$ cat src/mst_map.vh
// mst_map.vh: register map, field layout, mode codes and step sizes
// for the micro-step translator; definitions only, no logic.
`ifndef MST_MAP_VH
`define MST_MAP_VH

// apb register byte offsets
`define MST_ADDR_W          8
`define MST_OFF_CTRL        8'h00
`define MST_OFF_STATUS      8'h04
`define MST_OFF_COIL        8'h08

// control register fields
`define MST_CTRL_SEL_HI     2
`define MST_CTRL_SEL_LO     0
`define MST_CTRL_INV_BIT    3
`define MST_CTRL_POL_BIT    4

// coil readback register fields
`define MST_COIL_X_HI       10
`define MST_COIL_X_LO       0
`define MST_COIL_Y_HI       26
`define MST_COIL_Y_LO       16

// resolution select codes
`define MST_SEL_32          3'h0
`define MST_SEL_16          3'h1
`define MST_SEL_8           3'h2
`define MST_SEL_4           3'h3
`define MST_SEL_2           3'h4
`define MST_SEL_HALF_SQ     3'h5
`define MST_SEL_FULL        3'h6

// step size in 1/32 units for each resolution
`define MST_STEP_32         7'h01
`define MST_STEP_16         7'h02
`define MST_STEP_8          7'h04
`define MST_STEP_4          7'h08
`define MST_STEP_2          7'h10
`define MST_STEP_FULL       7'h20

// reset values
`define MST_RST_POS         7'h00
`define MST_RST_SEL         3'h0
`define MST_RST_COIL        11'h000

// quarter-wave table span, and current scale in tenths of a percent
`define MST_QUARTER         6'h20
`define MST_FULL_SCALE      10'h3E8
`define MST_ZERO_MAG        10'h000

`endif

$ cat src/mst_sine_rom.v
// mst_sine_rom.v: quarter-wave current table, two read ports.
// assumes the caller delays its own side data by one cycle to match.
`timescale 1ns/100ps
`default_nettype none

module mst_sine_rom (
  // clock
  input  wire       clk_i,
  // read addresses, 0 to 32
  input  wire [5:0] addr_a_i,
  input  wire [5:0] addr_b_i,
  // registered magnitudes in tenths of a percent
  output reg  [9:0] data_a_o,
  output reg  [9:0] data_b_o
);

  function [9:0] lut;
    input [5:0] a;
    begin
      case (a)
        6'h00: lut = 10'd0;
        6'h01: lut = 10'd35;
        6'h02: lut = 10'd81;
        6'h03: lut = 10'd127;
        6'h04: lut = 10'd174;
        6'h05: lut = 10'd221;
        6'h06: lut = 10'd267;
        6'h07: lut = 10'd314;
        6'h08: lut = 10'd349;
        6'h09: lut = 10'd383;
        6'h0A: lut = 10'd430;
        6'h0B: lut = 10'd465;
        6'h0C: lut = 10'd500;
        6'h0D: lut = 10'd546;
        6'h0E: lut = 10'd581;
        6'h0F: lut = 10'd616;
        6'h10: lut = 10'd651;
        6'h11: lut = 10'd686;
        6'h12: lut = 10'd721;
        6'h13: lut = 10'd755;
        6'h14: lut = 10'd790;
        6'h15: lut = 10'd826;
        6'h16: lut = 10'd849;
        6'h17: lut = 10'd872;
        6'h18: lut = 10'd895;
        6'h19: lut = 10'd918;
        6'h1A: lut = 10'd930;
        6'h1B: lut = 10'd941;
        6'h1C: lut = 10'd953;
        6'h1D: lut = 10'd965;
        6'h1E: lut = 10'd977;
        6'h1F: lut = 10'd988;
        6'h20: lut = 10'd1000;
        default: lut = 10'd0;
      endcase
    end
  endfunction

  // registered read keeps the table off the output timing path
  always @(posedge clk_i) begin
    data_a_o <= lut(addr_a_i);
    data_b_o <= lut(addr_b_i);
  end

endmodule

`default_nettype wire

$ cat src/mst_translator.v
// mst_translator.v: step translator with apb control and status.
// assumes step and direction pins are asynchronous to clk_i and that
// the apb master runs on clk_i.
//
// Decided for this implementation: the register offsets and register access over APB.
`timescale 1ns/100ps
`default_nettype none
`include "mst_map.vh"

// What this block does
// - only one step-input edge counts; polarity bit picks rising or falling
// - each step trigger moves position one step of current resolution
// - direction comes from the pin and the software invert bit together
// - position readback is 7 bits in 1/32 units in every mode
// - readback position changes right after each step trigger
// - a new resolution takes effect only at the next step trigger
// - finer resolution steps by its size from the present position, keeping any grid offset
// - coarser resolution on a shared position steps on the table grid
// - coarser resolution off grid keeps stepping with constant offset
// - position maps to signed x and y currents on a sine circle
// - coarse circular modes visit multiples of their step size plus any offset held from before
// - select codes 000 to 110 give the seven step modes
// - reset gives 1/32 mode at position zero
// - square modes drive every nonzero coil current at full scale
module mst_translator (
  // clock and reset
  input  wire        clk_i,
  input  wire        rst_n_i,
  // apb slave
  input  wire        psel_i,
  input  wire        penable_i,
  input  wire        pwrite_i,
  input  wire [7:0]  paddr_i,
  input  wire [31:0] pwdata_i,
  output reg  [31:0] prdata_o,
  output wire        pready_o,
  output reg         pslverr_o,
  // motor control pins
  input  wire        step_pulse_in_i,
  input  wire        dir_i,
  // translator state
  output wire [6:0]  microstep_position_o,
  output wire [2:0]  active_resolution_o,
  output wire        step_trigger_o,
  // coil setpoints, signed tenths of a percent of peak
  output reg  [10:0] coil_x_o,
  output reg  [10:0] coil_y_o
);

  // pin synchronisers
  reg  [1:0] sync1_reg;
  reg  [1:0] sync2_reg;
  reg        step_prev_reg;

  // software control
  reg  [2:0] sel_reg;
  reg        inv_reg;
  reg        pol_reg;

  // translator state
  reg  [6:0] pos_reg;
  reg  [6:0] pos_next;
  reg  [2:0] act_reg;
  reg  [6:0] step_size;

  // table pipeline
  wire [5:0] lo_addr;
  wire [5:0] hi_addr;
  wire [5:0] addr_x;
  wire [5:0] addr_y;
  wire [9:0] mag_x;
  wire [9:0] mag_y;
  reg        neg_x_reg;
  reg        neg_y_reg;
  reg        square_reg;
  reg  [9:0] out_x;
  reg  [9:0] out_y;

  // decode
  wire       step_sync;
  wire       dir_sync;
  wire       rise;
  wire       fall;
  wire       trigger;
  wire       dir_up;
  wire       setup;
  wire       wr_access;
  wire       hit_ctrl;
  wire       hit_status;
  wire       hit_coil;
  wire       hit_any;

  // two flip-flops per pin before any logic reads it
  genvar g;
  generate
    for (g = 0; g < 2; g = g + 1) begin : g_sync
      always @(posedge clk_i) begin
        if (!rst_n_i) begin
          sync1_reg[g] <= 1'b0;
          sync2_reg[g] <= 1'b0;
        end else begin
          sync1_reg[g] <= (g == 0) ? step_pulse_in_i : dir_i;
          sync2_reg[g] <= sync1_reg[g];
        end
      end
    end
  endgenerate

  assign step_sync = sync2_reg[0];
  assign dir_sync  = sync2_reg[1];

  always @(posedge clk_i) begin
    if (!rst_n_i) begin
      step_prev_reg <= 1'b0;
    end else begin
      step_prev_reg <= step_sync;
    end
  end

  assign rise = step_sync & ~step_prev_reg;
  assign fall = ~step_sync & step_prev_reg;

  assign trigger = pol_reg ? fall : rise;

  assign dir_up = dir_sync ^ inv_reg;

  assign step_trigger_o = trigger;

  // apb decode; zero wait states
  assign pready_o   = 1'b1;
  assign setup      = psel_i & ~penable_i;
  assign wr_access  = psel_i & penable_i & pwrite_i;
  assign hit_ctrl   = (paddr_i == `MST_OFF_CTRL);
  assign hit_status = (paddr_i == `MST_OFF_STATUS);
  assign hit_coil   = (paddr_i == `MST_OFF_COIL);
  assign hit_any    = hit_ctrl | hit_status | hit_coil;

  always @(posedge clk_i) begin
    if (!rst_n_i) begin
      sel_reg <= `MST_RST_SEL;
      inv_reg <= 1'b0;
      pol_reg <= 1'b0;
    end else if (wr_access && hit_ctrl) begin
      sel_reg <= pwdata_i[`MST_CTRL_SEL_HI:`MST_CTRL_SEL_LO];
      inv_reg <= pwdata_i[`MST_CTRL_INV_BIT];
      pol_reg <= pwdata_i[`MST_CTRL_POL_BIT];
    end
  end

  // read data sampled in the setup cycle, held through the access
  always @(posedge clk_i) begin
    if (!rst_n_i) begin
      prdata_o  <= 32'h0000_0000;
      pslverr_o <= 1'b0;
    end else if (setup) begin
      prdata_o  <= 32'h0000_0000;
      pslverr_o <= ~hit_any;
      if (!pwrite_i && hit_ctrl) begin
        prdata_o[`MST_CTRL_SEL_HI:`MST_CTRL_SEL_LO] <= sel_reg;
        prdata_o[`MST_CTRL_INV_BIT] <= inv_reg;
        prdata_o[`MST_CTRL_POL_BIT] <= pol_reg;
      end
      if (!pwrite_i && hit_status) begin
        prdata_o[6:0] <= pos_reg;
      end
      if (!pwrite_i && hit_coil) begin
        prdata_o[`MST_COIL_X_HI:`MST_COIL_X_LO] <= coil_x_o;
        prdata_o[`MST_COIL_Y_HI:`MST_COIL_Y_LO] <= coil_y_o;
      end
    end
  end

  // step size of the selected mode
  always @* begin
    case (sel_reg)
      `MST_SEL_32:      step_size = `MST_STEP_32;
      `MST_SEL_16:      step_size = `MST_STEP_16;
      `MST_SEL_8:       step_size = `MST_STEP_8;
      `MST_SEL_4:       step_size = `MST_STEP_4;
      `MST_SEL_2:       step_size = `MST_STEP_2;
      `MST_SEL_HALF_SQ: step_size = `MST_STEP_2;
      `MST_SEL_FULL:    step_size = `MST_STEP_FULL;
      default:          step_size = `MST_STEP_32;
    endcase
  end

  always @* begin
    if (dir_up) begin
      pos_next = pos_reg + step_size;
    end else begin
      pos_next = pos_reg - step_size;
    end
  end

  // stepping from the present position keeps any grid offset intact,
  // so no snap logic is needed when the resolution changes
  always @(posedge clk_i) begin
    if (!rst_n_i) begin
      pos_reg <= `MST_RST_POS;
      act_reg <= `MST_RST_SEL;
    end else if (trigger) begin
      act_reg <= sel_reg;
      pos_reg <= pos_next;
    end
  end

  assign microstep_position_o = pos_reg;
  assign active_resolution_o  = act_reg;

  assign lo_addr = {1'b0, pos_reg[4:0]};
  assign hi_addr = `MST_QUARTER - lo_addr;
  assign addr_x  = pos_reg[5] ? hi_addr : lo_addr;
  assign addr_y  = pos_reg[5] ? lo_addr : hi_addr;

  mst_sine_rom u_rom (
    .clk_i    (clk_i),
    .addr_a_i (addr_x),
    .addr_b_i (addr_y),
    .data_a_o (mag_x),
    .data_b_o (mag_y)
  );

  // side data delayed to line up with the registered table
  always @(posedge clk_i) begin
    if (!rst_n_i) begin
      neg_x_reg  <= 1'b0;
      neg_y_reg  <= 1'b0;
      square_reg <= 1'b0;
    end else begin
      neg_x_reg  <= pos_reg[6];
      neg_y_reg  <= pos_reg[6] ^ pos_reg[5];
      square_reg <= (act_reg == `MST_SEL_HALF_SQ) || (act_reg == `MST_SEL_FULL);
    end
  end

  always @* begin
    out_x = mag_x;
    out_y = mag_y;
    if (square_reg) begin
      out_x = (mag_x != `MST_ZERO_MAG) ? `MST_FULL_SCALE : `MST_ZERO_MAG;
      out_y = (mag_y != `MST_ZERO_MAG) ? `MST_FULL_SCALE : `MST_ZERO_MAG;
    end
  end

  always @(posedge clk_i) begin
    if (!rst_n_i) begin
      coil_x_o <= `MST_RST_COIL;
      coil_y_o <= `MST_RST_COIL;
    end else begin
      coil_x_o <= neg_x_reg ? (~{1'b0, out_x} + 11'h001) : {1'b0, out_x};
      coil_y_o <= neg_y_reg ? (~{1'b0, out_y} + 11'h001) : {1'b0, out_y};
    end
  end

endmodule

`default_nettype wire
$ cat config.mk
export PLATFORM = sky130hd
export DESIGN_NAME = mst_translator
export DESIGN_NICKNAME = d
export VERILOG_FILES = /design/src/mst_sine_rom.v /design/src/mst_translator.v
export VERILOG_INCLUDE_DIRS = /design/src
export SDC_FILE = /design/constraint.sdc
export NUM_CORES = 1
export LEC_CHECK = 0
export ABC_AREA = 0
export BUFFER_PORTS_ARGS = -buffer_cell sky130_fd_sc_hd__buf_2
export CAP_MARGIN = 0
export CORE_ASPECT_RATIO = 0.75
export CORE_MARGIN = 10
export CORE_UTILIZATION = 55
export DETAILED_ROUTE_END_ITERATION = 8
export PLACE_DENSITY = 0.81
export SETUP_SLACK_MARGIN = 0.02
export SLEW_MARGIN = 20
export SYNTH_ARGS = -nofsm -noshare
export SYNTH_HDL_FRONTEND = slang
export SYNTH_SLANG_ARGS = --single-unit
$ cat constraint.sdc
create_clock -name clk_i -period 3.9 [get_ports clk_i]
set_input_delay 0 -clock clk_i [delete_from_list [all_inputs] [get_ports clk_i]]
set_output_delay 0 -clock clk_i [all_outputs]
set_load 0.005 [all_outputs]
; ---- Word level (Yosys, flattened, before mapping)
; Memory sizes are Yosys's and may differ from the RTL's. A register that Yosys moved wholly into a read port is not among the register bits.
; Cells that the tools add are included.
[word_totals]
reg_bits = 68
rom_bits = 1280
in_bits = 47
out_inout_bits = 67
mem_count = 2
[classes]
n_addsub = 5
eq_ne = 10
mux = 15
bitwise = 15
reduce_logical = 12
[memory_table]
columns = name, words, width, read_ports, rd_clocked_by_memory_dff, write_ports, line_no
row1 = (no name shown), 64, 10, 1, 1, 0, mst_sine_rom.v:20  ; case (a)
row2 = (no name shown), 64, 10, 1, 1, 0, mst_sine_rom.v:20
[ops]
columns = cell, count
row1 = $mux W10, 6
row2 = $pmux W6 S5, 1
row3 = $add A11 B1 Y11 const B, 2
row4 = $mux W11, 2
row5 = $not A10 Y11, 2
row6 = $reduce_bool A10 Y1, 2
row7 = $eq A3 B3 Y1 const B, 5
row8 = $mux W7, 2
row9 = $mux W6, 2
row10 = $eq A8 B3 Y1 const B, 1
row11 = $eq A8 B4 Y1 const B, 1
row12 = $logic_not A8 Y1, 1
row13 = $add A7 B7 Y7, 1
row14 = $sub A7 B7 Y7, 1
row15 = $eq A3 B2 Y1 const B, 2
row16 = $sub A6 B5 Y6 const A, 1
row17 = $and A1 B1 Y1, 5
row18 = $mux W5, 1
row19 = $logic_and A1 B1 Y1, 4
row20 = $not A1 Y1, 4
row21 = $reduce_and A2 Y1, 2
row22 = $eq A3 B1 Y1 const B, 1
row23 = $or A1 B1 Y1, 2
row24 = $reduce_or A2 Y1, 1
row25 = 4 further kinds, 5

; ---- Depth between registers and ports, before layout
; Gate-level depths: netlist of run 1.
[logic_depth]
ltp_word = 6
mapped_depth = 11
depth_no_buf = 10

; ---- Hierarchy
; A second synthesis of run 1 with hierarchy kept.
[unflattened]
cells_unflattened = 658
hier_area_um2 = 5436.5
[by_module_without_submodules]
columns = mod, instances, cells_per_inst, area_per_inst_um2, seq_area_each_um2
row1 = mst_translator, 1, 437, 3701.0, 1361.3
row2 = mst_sine_rom, 1, 221, 1735.4, 400.4

; ---- Worst setup path before layout of run 1
; Ideal clock, no wire load.
[synth_path]
path_kind = reg2reg
start = register pos_reg[0] (netlist: microstep_position_o[0])
end = register u_rom.data_a_o[2]
arrival_ps = 3149
slack_ps = 632
path_stages_with_launch = 11
path_cell_list = dfxtp_1 > buf_2 > clkinv_1 > ha_1 > nand2_1 > o21ai_1 > inv_2 > ha_1 > clkbuf_1 > mux4_2 > a211o_1
[synth_via]
elab_chain_len = 2
[synth_lines]
columns = element, line_no
row1 = start: declaration, mst_translator.v:61  ; reg [6:0] pos_reg;
row2 = start signal: assignment, mst_translator.v:199  ; pos_reg <= `MST_RST_POS;
row3 = start signal: assignment, mst_translator.v:203  ; pos_reg <= pos_next;
row4 = $sub A6 B5 Y6 (no line), n/a
row5 = $mux W6 *, mst_translator.v:212  ; assign addr_x = pos_reg[5] ? hi_addr : lo_addr;
row6 = end: declaration, mst_sine_rom.v:13  ; output reg [9:0] data_a_o,
; Mark *: on every way between the ends. The rest lies on a longest branch, timed or not.
; A chain may end at the register's enable or synchronous reset.

; ---- Final worst setup path of run 1
; Ends and elaborated chain as after synthesis.

==> results of run 1 <==
## layout make-up
type	count	area (µm²)	share of cell area (%)
well taps	136	170	2.63
repair buffers	98	571	8.83
multi-input cells	515	3570	55.2
inverters	21	78.8	1.22
flip-flops and latches	88	1760	27.3
clock inverters	7	87.6	1.36
clock buffers	9	225	3.48
## what timing repair did
item	4_1_cts	5_1_grt
hold buffers	9	0
endpoints found under the hold margin	8	0
resized for setup	0	0
## worst register-to-register path: cells and delay by family, from the launching register on
family	cells	cell delay, ns
fa+ha+maj	2	0.73
buf+inv	3	0.54
flops	1	0.33
simple gates	1	0.09
compound gates	2	0.76
mux	1	0.48
## cells in the final DEF, fill, tap and decap left out, types with 9 or more instances in the layout
| cell type | Yosys | final |
|---|---|---|
| mux2i_1 | 31 | 31 |
| nor2_1 | 33 | 33 |
| dlygate4sd3_1 | 0 | 9 |
| nor3_1 | 15 | 15 |
| dfxtp_1 | 88 | 88 |
| nand3_1 | 21 | 21 |
| xnor2_1 | 11 | 11 |
| conb_1 | 2 | 11 |
| clkbuf_16 | 0 | 9 |
| nand2b_1 | 9 | 9 |
| nor2b_1 | 36 | 36 |
| a22oi_1 | 17 | 17 |
| a21boi_0 | 9 | 9 |
| o21ai_0 | 33 | 33 |
| a21oi_1 | 34 | 34 |
| buf_2 | 9 | 75 |
| ha_1 | 25 | 25 |
| inv_1 | 18 | 18 |
| buf_4 | 18 | 14 |
| and2_1 | 16 | 16 |
| a211oi_1 | 12 | 12 |
| nand2_1 | 58 | 58 |
## logic make-up (layout without fill, tap and decap cells)
logic type / count (synthesis) / count (layout) / synth area share [%]
simple gates: 235 / 235 / 22.0
compound gates: 183 / 183 / 22.3
flops: 88 / 88 / 30.9
buf+inv: 79 / 135 / 7.11
mux: 40 / 40 / 8.51
fa+ha+maj: 27 / 27 / 6.01
xor+xnor: 19 / 19 / 3.05
other cells: 2 / 11 / 0.132
## routing by layer
| metal | part of all wire (%) | vias to the layer above | track usage (%) |
|---|---|---|---|
| li1 | - | 2550 | - |
| met1 | 47 | 2530 | 28.7 |
| met2 | 43 | 213 | 29.9 |
| met3 | 9.1 | 17 | 4.03 |
| met4 | 1.1 | 0 | 6.08 |
| met5 | 0 | - | 0 |
## power groups by stage
stage          sequential [mW]  combinational (mW)  clock, mW
6_report                  1.12               0.799      0.887
5_1_grt                   1.13               0.883      0.934
2_1_floorplan             1.10               0.588          0
3_5_place_dp              1.13               0.770          0
4_1_cts                   1.11               0.785      0.905
3_3_place_gp              1.12               0.755          0
## final timing paths
kind	endpoint	slack (ns)
worst max-delay path	u_rom.data_a_o[2]	0.86
worst min-delay path	prdata_o[2]	0.05
worst max register to register	u_rom.data_a_o[2]	0.86
worst min register to register	step_sync	0.44
==> flow_metrics.tcl, run 1 <==
set metrics [dict create \
    outcome "completed" \
    place_congestion 0.889 \
    core.rowCount 32 \
    start_util_pct 55.8 \
    setup_violations 0 \
    grt_overflow_total 0 \
    async_flop_share_pct 0 \
    path_depth 9 \
    vdd_drop_max_mv 0.269 \
    rsz0062_at_grt "false" \
    dp.cells 849 \
    max-cap-violations 0 \
    hold_depth 4 \
    die_area_mm2 0.0149 \
    rr_worst_depth 9 \
    criticalPathCategory "reg2reg" \
    postCtsSetupRepairBufs 0 \
    crit_path_start "microstep_position_o[0]" \
    grt_max_degree 70 \
    start_kind "flop" \
    syn_avg_cell_area_um2 8.47 \
    hold_slack_ns 0.0476 \
    skew_ns 0.00909 \
    synth_area_mm2 0.00570 \
    seq_power_share_pct 39.8 \
    fin_crit_sh_pct 78.0 \
    drtAntennaViolNets 0 \
    grt_pass1_vias 4785 \
    hp-start "paddr_i[1]" \
    clock.fmax_ghz 0.329 \
    synth_top_cell_area_share_pct 30.9 \
    dpl_cell_area_mm2 0.00606 \
    cts_tree "yes" \
    area_growth_pct 13.3 \
    htree_num_levels 3 \
    netlist_instances 673 \
    die_x_um 138 \
    net-switching-power_mw 0.948 \
    drive_above_1_share_pct 17.9 \
    pre_cts_ws_ns 0.944 \
    fin_util_pct 63.3 \
    clock_latency_ns 0.34 \
    yosysMostFrequentCell "dfxtp_1" \
    root_buffer "clkbuf_16" \
    crit_family "compound AO/OA/AOI/OAI gates" \
    antenna_found_initial 0 \
    leakagePower_nw 2.75 \
    drc 0 \
    fin_ws_ns 0.858 \
    r2r-start "microstep_position_o[0]" \
    crit_top_cell "ha_1" \
    slowest_delay_ns 0.48 \
    core_mm2 0.0102 \
    hold_violations 0 \
    setup_tns_ns 0 \
    path_cells "clkinv_1 > buf_4 > ha_1 > nand2_1 > o21ai_1 > inv_2 > ha_1 > mux4_2 > a211o_1" \
    cellInternalPower_mw 1.85 \
    fin_cells 874 \
    cts_num_sinks 88 \
    pwr-share-comb_pct 28.5 \
    power_density_mw_per_mm2 434 \
    synth-edff-count 0 \
    drv_slew 0 \
    netSwitchingFraction_pct 33.8 \
    cts.path.max_buffers 2 \
    synth_common_cells "dfxtp_1, nand2_1, nor2b_1" \
    grt_pass1_wl_um 24900 \
    via_count 5310 \
    hold_class "in2reg" \
    die_h_um 108 \
    drtPass1Iterations 5 \
    n_fill_cell 857 \
    via_per_inst 6.08 \
    cp.arrival_ns 3.27 \
    p_total_mw 2.80 \
    ys_types 82 \
    ios 114 \
    slowest_stage "mux4_2" \
    layout.nets 806 \
    fin_crit_ns 3.04 \
    port_buffers 75 \
    synth_top_area_cell "dfxtp_1" \
    final_cell_area_mm2 0.00646 \
    grt_usage_pct 20.2 \
    cts_buffers 9 \
    critPathBufInv 3 \
    end_kind "flop" \
    drt_iter0_drc 564 \
    clk_pin_slew_ns 0.07 \
    worstPathRequired_ns 4.13 \
    dpl.hpwl_um 11100 \
    synthFlopType "dfxtp_1" \
    largest_reg_flops 22 \
    netlist_top_cells_area "dfxtp_1, ha_1, mux2i_1" \
    largest_register "prdata_o" \
    worst_slew_pin_slew_ns 0.994 \
    path_max_fanout 15 \
    yosysWarnings 0 \
    routedWlPerCell_um 17.6 \
    wirelength_um 15300 \
    power_frac_clock_pct 31.7 \
    ys_seq_elements 88 \
    n_antenna_cell 0 \
    yosysSeqAreaShare_pct 30.9 \
    slew-limit-headroom_pct 33.7 \
    reg_top3 "prdata_o: 22 flops, coil_x_o: 11 flops, coil_y_o: 11 flops" \
]
No activity file was read; power rests on OpenSTA's default activity.
==> run 2: changes to the inputs <==
==> constraint.sdc (replaced) <==
create_clock -name clk_i -period 3 [get_ports clk_i]
set_input_delay 0 -clock clk_i [delete_from_list [all_inputs] [get_ports clk_i]]
set_output_delay 0 -clock clk_i [all_outputs]
set_load 0.005 [all_outputs]
==> run 2 against run 1 <==
Net effect:
- hold slack gained 0.012 ns
- setup slack lost 0.60 ns
- register-to-register slack lost 0.60 ns
- sequential share of layout area shrank 0.32 points
- first-iteration DRC count grew 29%
- global-route usage shrank 0.11 points
- total power grew 33%
- maximum frequency grew 11%
- critical path depth is the same
- wire length grew 0.22%
- flip-flop and latch count is the same
- sequential power grew 29%
- critical path type unchanged
- highest routed layer unchanged
==> flow_metrics.tcl, run 2 (synthesized netlist as in run 1, its figures left out) <==
set metrics [dict create \
    outcome "completed" \
    ios 114 \
    grt_use_met3_pct 3.57 \
    grt_overflow_total 0 \
    path_cells "xor2_1 > or2_2 > o31ai_1 > fa_1 > a211oi_1 > o21bai_1 > a21oi_1 > mux2i_1 > mux2_2" \
    p_total_mw 3.73 \
    drtPass1Iterations 5 \
    fin_crit_ns 2.74 \
    area_growth_pct 14.7 \
    largest_register "prdata_o" \
    cellInternalPower_mw 2.52 \
    grt_max_degree 70 \
    start_kind "flop" \
    slew-limit-headroom_pct 35.5 \
    criticalPathCategory "reg2reg" \
    cts_buffers 9 \
    power_density_mw_per_mm2 570 \
    grt_pass1_wl_um 24600 \
    htree_num_levels 3 \
    leakagePower_nw 2.79 \
    net-switching-power_mw 1.21 \
    drive_above_1_share_pct 18.8 \
    netSwitchingFraction_pct 32.5 \
    die_area_mm2 0.0149 \
    via_count 5280 \
    wirelength_um 15400 \
    rsz0062_at_grt "false" \
    cts_num_sinks 88 \
    clk_pin_slew_ns 0.07 \
    start_util_pct 55.8 \
    grt_use_met2_pct 30.6 \
    cts_tree "yes" \
    worst_slew_pin_slew_ns 0.968 \
    slowest_delay_ns 0.47 \
    fin_crit_sh_pct 91.3 \
    power_frac_clock_pct 32.8 \
    die_h_um 108 \
    clock.fmax_ghz 0.365 \
    final_cell_mix "dfxtp_1, buf_2, nand2_1" \
    busiest_layer "met2" \
    grt_pass1_vias 4870 \
    worstPathRequired_ns 3.23 \
    setup_tns_ns 0 \
    vdd_drop_max_mv 0.323 \
    met1_usage_pct 28.0 \
    cts.path.max_buffers 2 \
    reg_top3 "prdata_o: 22 flops, coil_x_o: 11 flops, coil_y_o: 11 flops" \
    seq_power_share_pct 38.8 \
    antenna_found_initial 0 \
    end_kind "flop" \
    drt_iter0_drc 726 \
    port_buffers 75 \
    layout.nets 812 \
    pwr-share-comb_pct 28.4 \
    core_mm2 0.0102 \
    n_antenna_cell 0 \
    die_x_um 138 \
    max-cap-violations 0 \
    core.rowCount 32 \
    drtAntennaViolNets 0 \
    place_congestion 0.899 \
    grt_usage_pct 20.0 \
    slowest_stage "fa_1" \
    clock_latency_ns 0.34 \
    n_fill_cell 812 \
    cp.arrival_ns 2.96 \
    dpl.hpwl_um 11100 \
    setup_violations 0 \
    drc 0 \
    hold_violations 0 \
    dp.cells 855 \
    path_max_fanout 4 \
    largest_reg_flops 22 \
    hold_class "in2reg" \
    drv_slew 0 \
    root_buffer "clkbuf_16" \
    layout_commonest_cell "dfxtp_1" \
    skew_ns 0.00816 \
    routedWlPerCell_um 17.5 \
    fin_cells 880 \
    via_per_inst 6.00 \
]
## run 2: changes by cell type in the layout (fill, tap and decap cells not counted), sizes merged
cell | before | now
clkbuf | 9 | 10
clkinv | 2 | 1
buf | 89 | 95
clkinvlp | 2 | 3
inv | 23 | 21
bufinv | 1 | 2
## run 2: what timing repair did
action,CTS,global route
resized for setup,0,0
hold buffers,9,0
buffers inserted,0,0
hold endpoints to repair,8,0
## run 2: critical path, delay by kind of cell (launching register included)
kind,cells,cell delay [ns]
XOR/XNOR,1,0.31
adder cells (fa/ha/maj),1,0.47
AO/OA/AOI/OAI,4,0.67
multiplexers,2,0.59
flip-flops,1,0.42
AND/OR/NAND/NOR,1,0.19
## run 2: through the flow
step                worst slack, ns  hold WS [ns]  util [%]  cell area (µm²)
finish                        0.261        0.0595      64.0             6540
global route                  0.144        0.0590      64.0             6540
CTS                           0.299        0.0431      64.0             6540
detailed placement            0.364         0.212      59.9             6120
global placement              0.401         0.207      59.9             6120
floorplan                    0.0540         0.127         -             5750
## run 2: worst paths after layout
kind / startpoint / endpoint / slack (ns) / cells past startpoint
hold reg to reg: sync1_reg[1] / dir_sync / 0.44 / 1
setup / recovery: inv_reg / microstep_position_o[6] / 0.26 / 9
setup reg to reg: inv_reg / microstep_position_o[6] / 0.26 / 9
hold / removal: pwrite_i / prdata_o[1] / 0.06 / 4
## run 2: area by class of cell
type,count,area (µm²),share of cell area [%]
Multi-Input combinational cell,515,3580,54.8
Tap cell,136,170,2.60
Clock inverter,6,91.3,1.40
Timing Repair Buffer,104,616,9.41
Inverter,21,80.1,1.22
Clock buffer,10,239,3.65
Sequential cell,88,1760,26.9
## run 2: power by group through the flow
stage                     Clock [mW]  Sequential [mW]  Combinational [mW]
after floorplan                    0             1.42               0.768
after global placement             0             1.46                1.01
after detailed placement           0             1.47                1.02
after CTS                       1.24             1.44                1.04
after global routing            1.27             1.46                1.16
final                           1.22             1.45                1.06
## run 2: routing by layer
metal / wire, µm / vias to the layer above / share of wire (%)
li1: - / 2547 / -
met1: 7180 / 2470 / 47
met2: 6630 / 242 / 43
met3: 1390 / 21 / 9.1
met4: 175 / 0 / 1.1
met5: 0 / - / 0
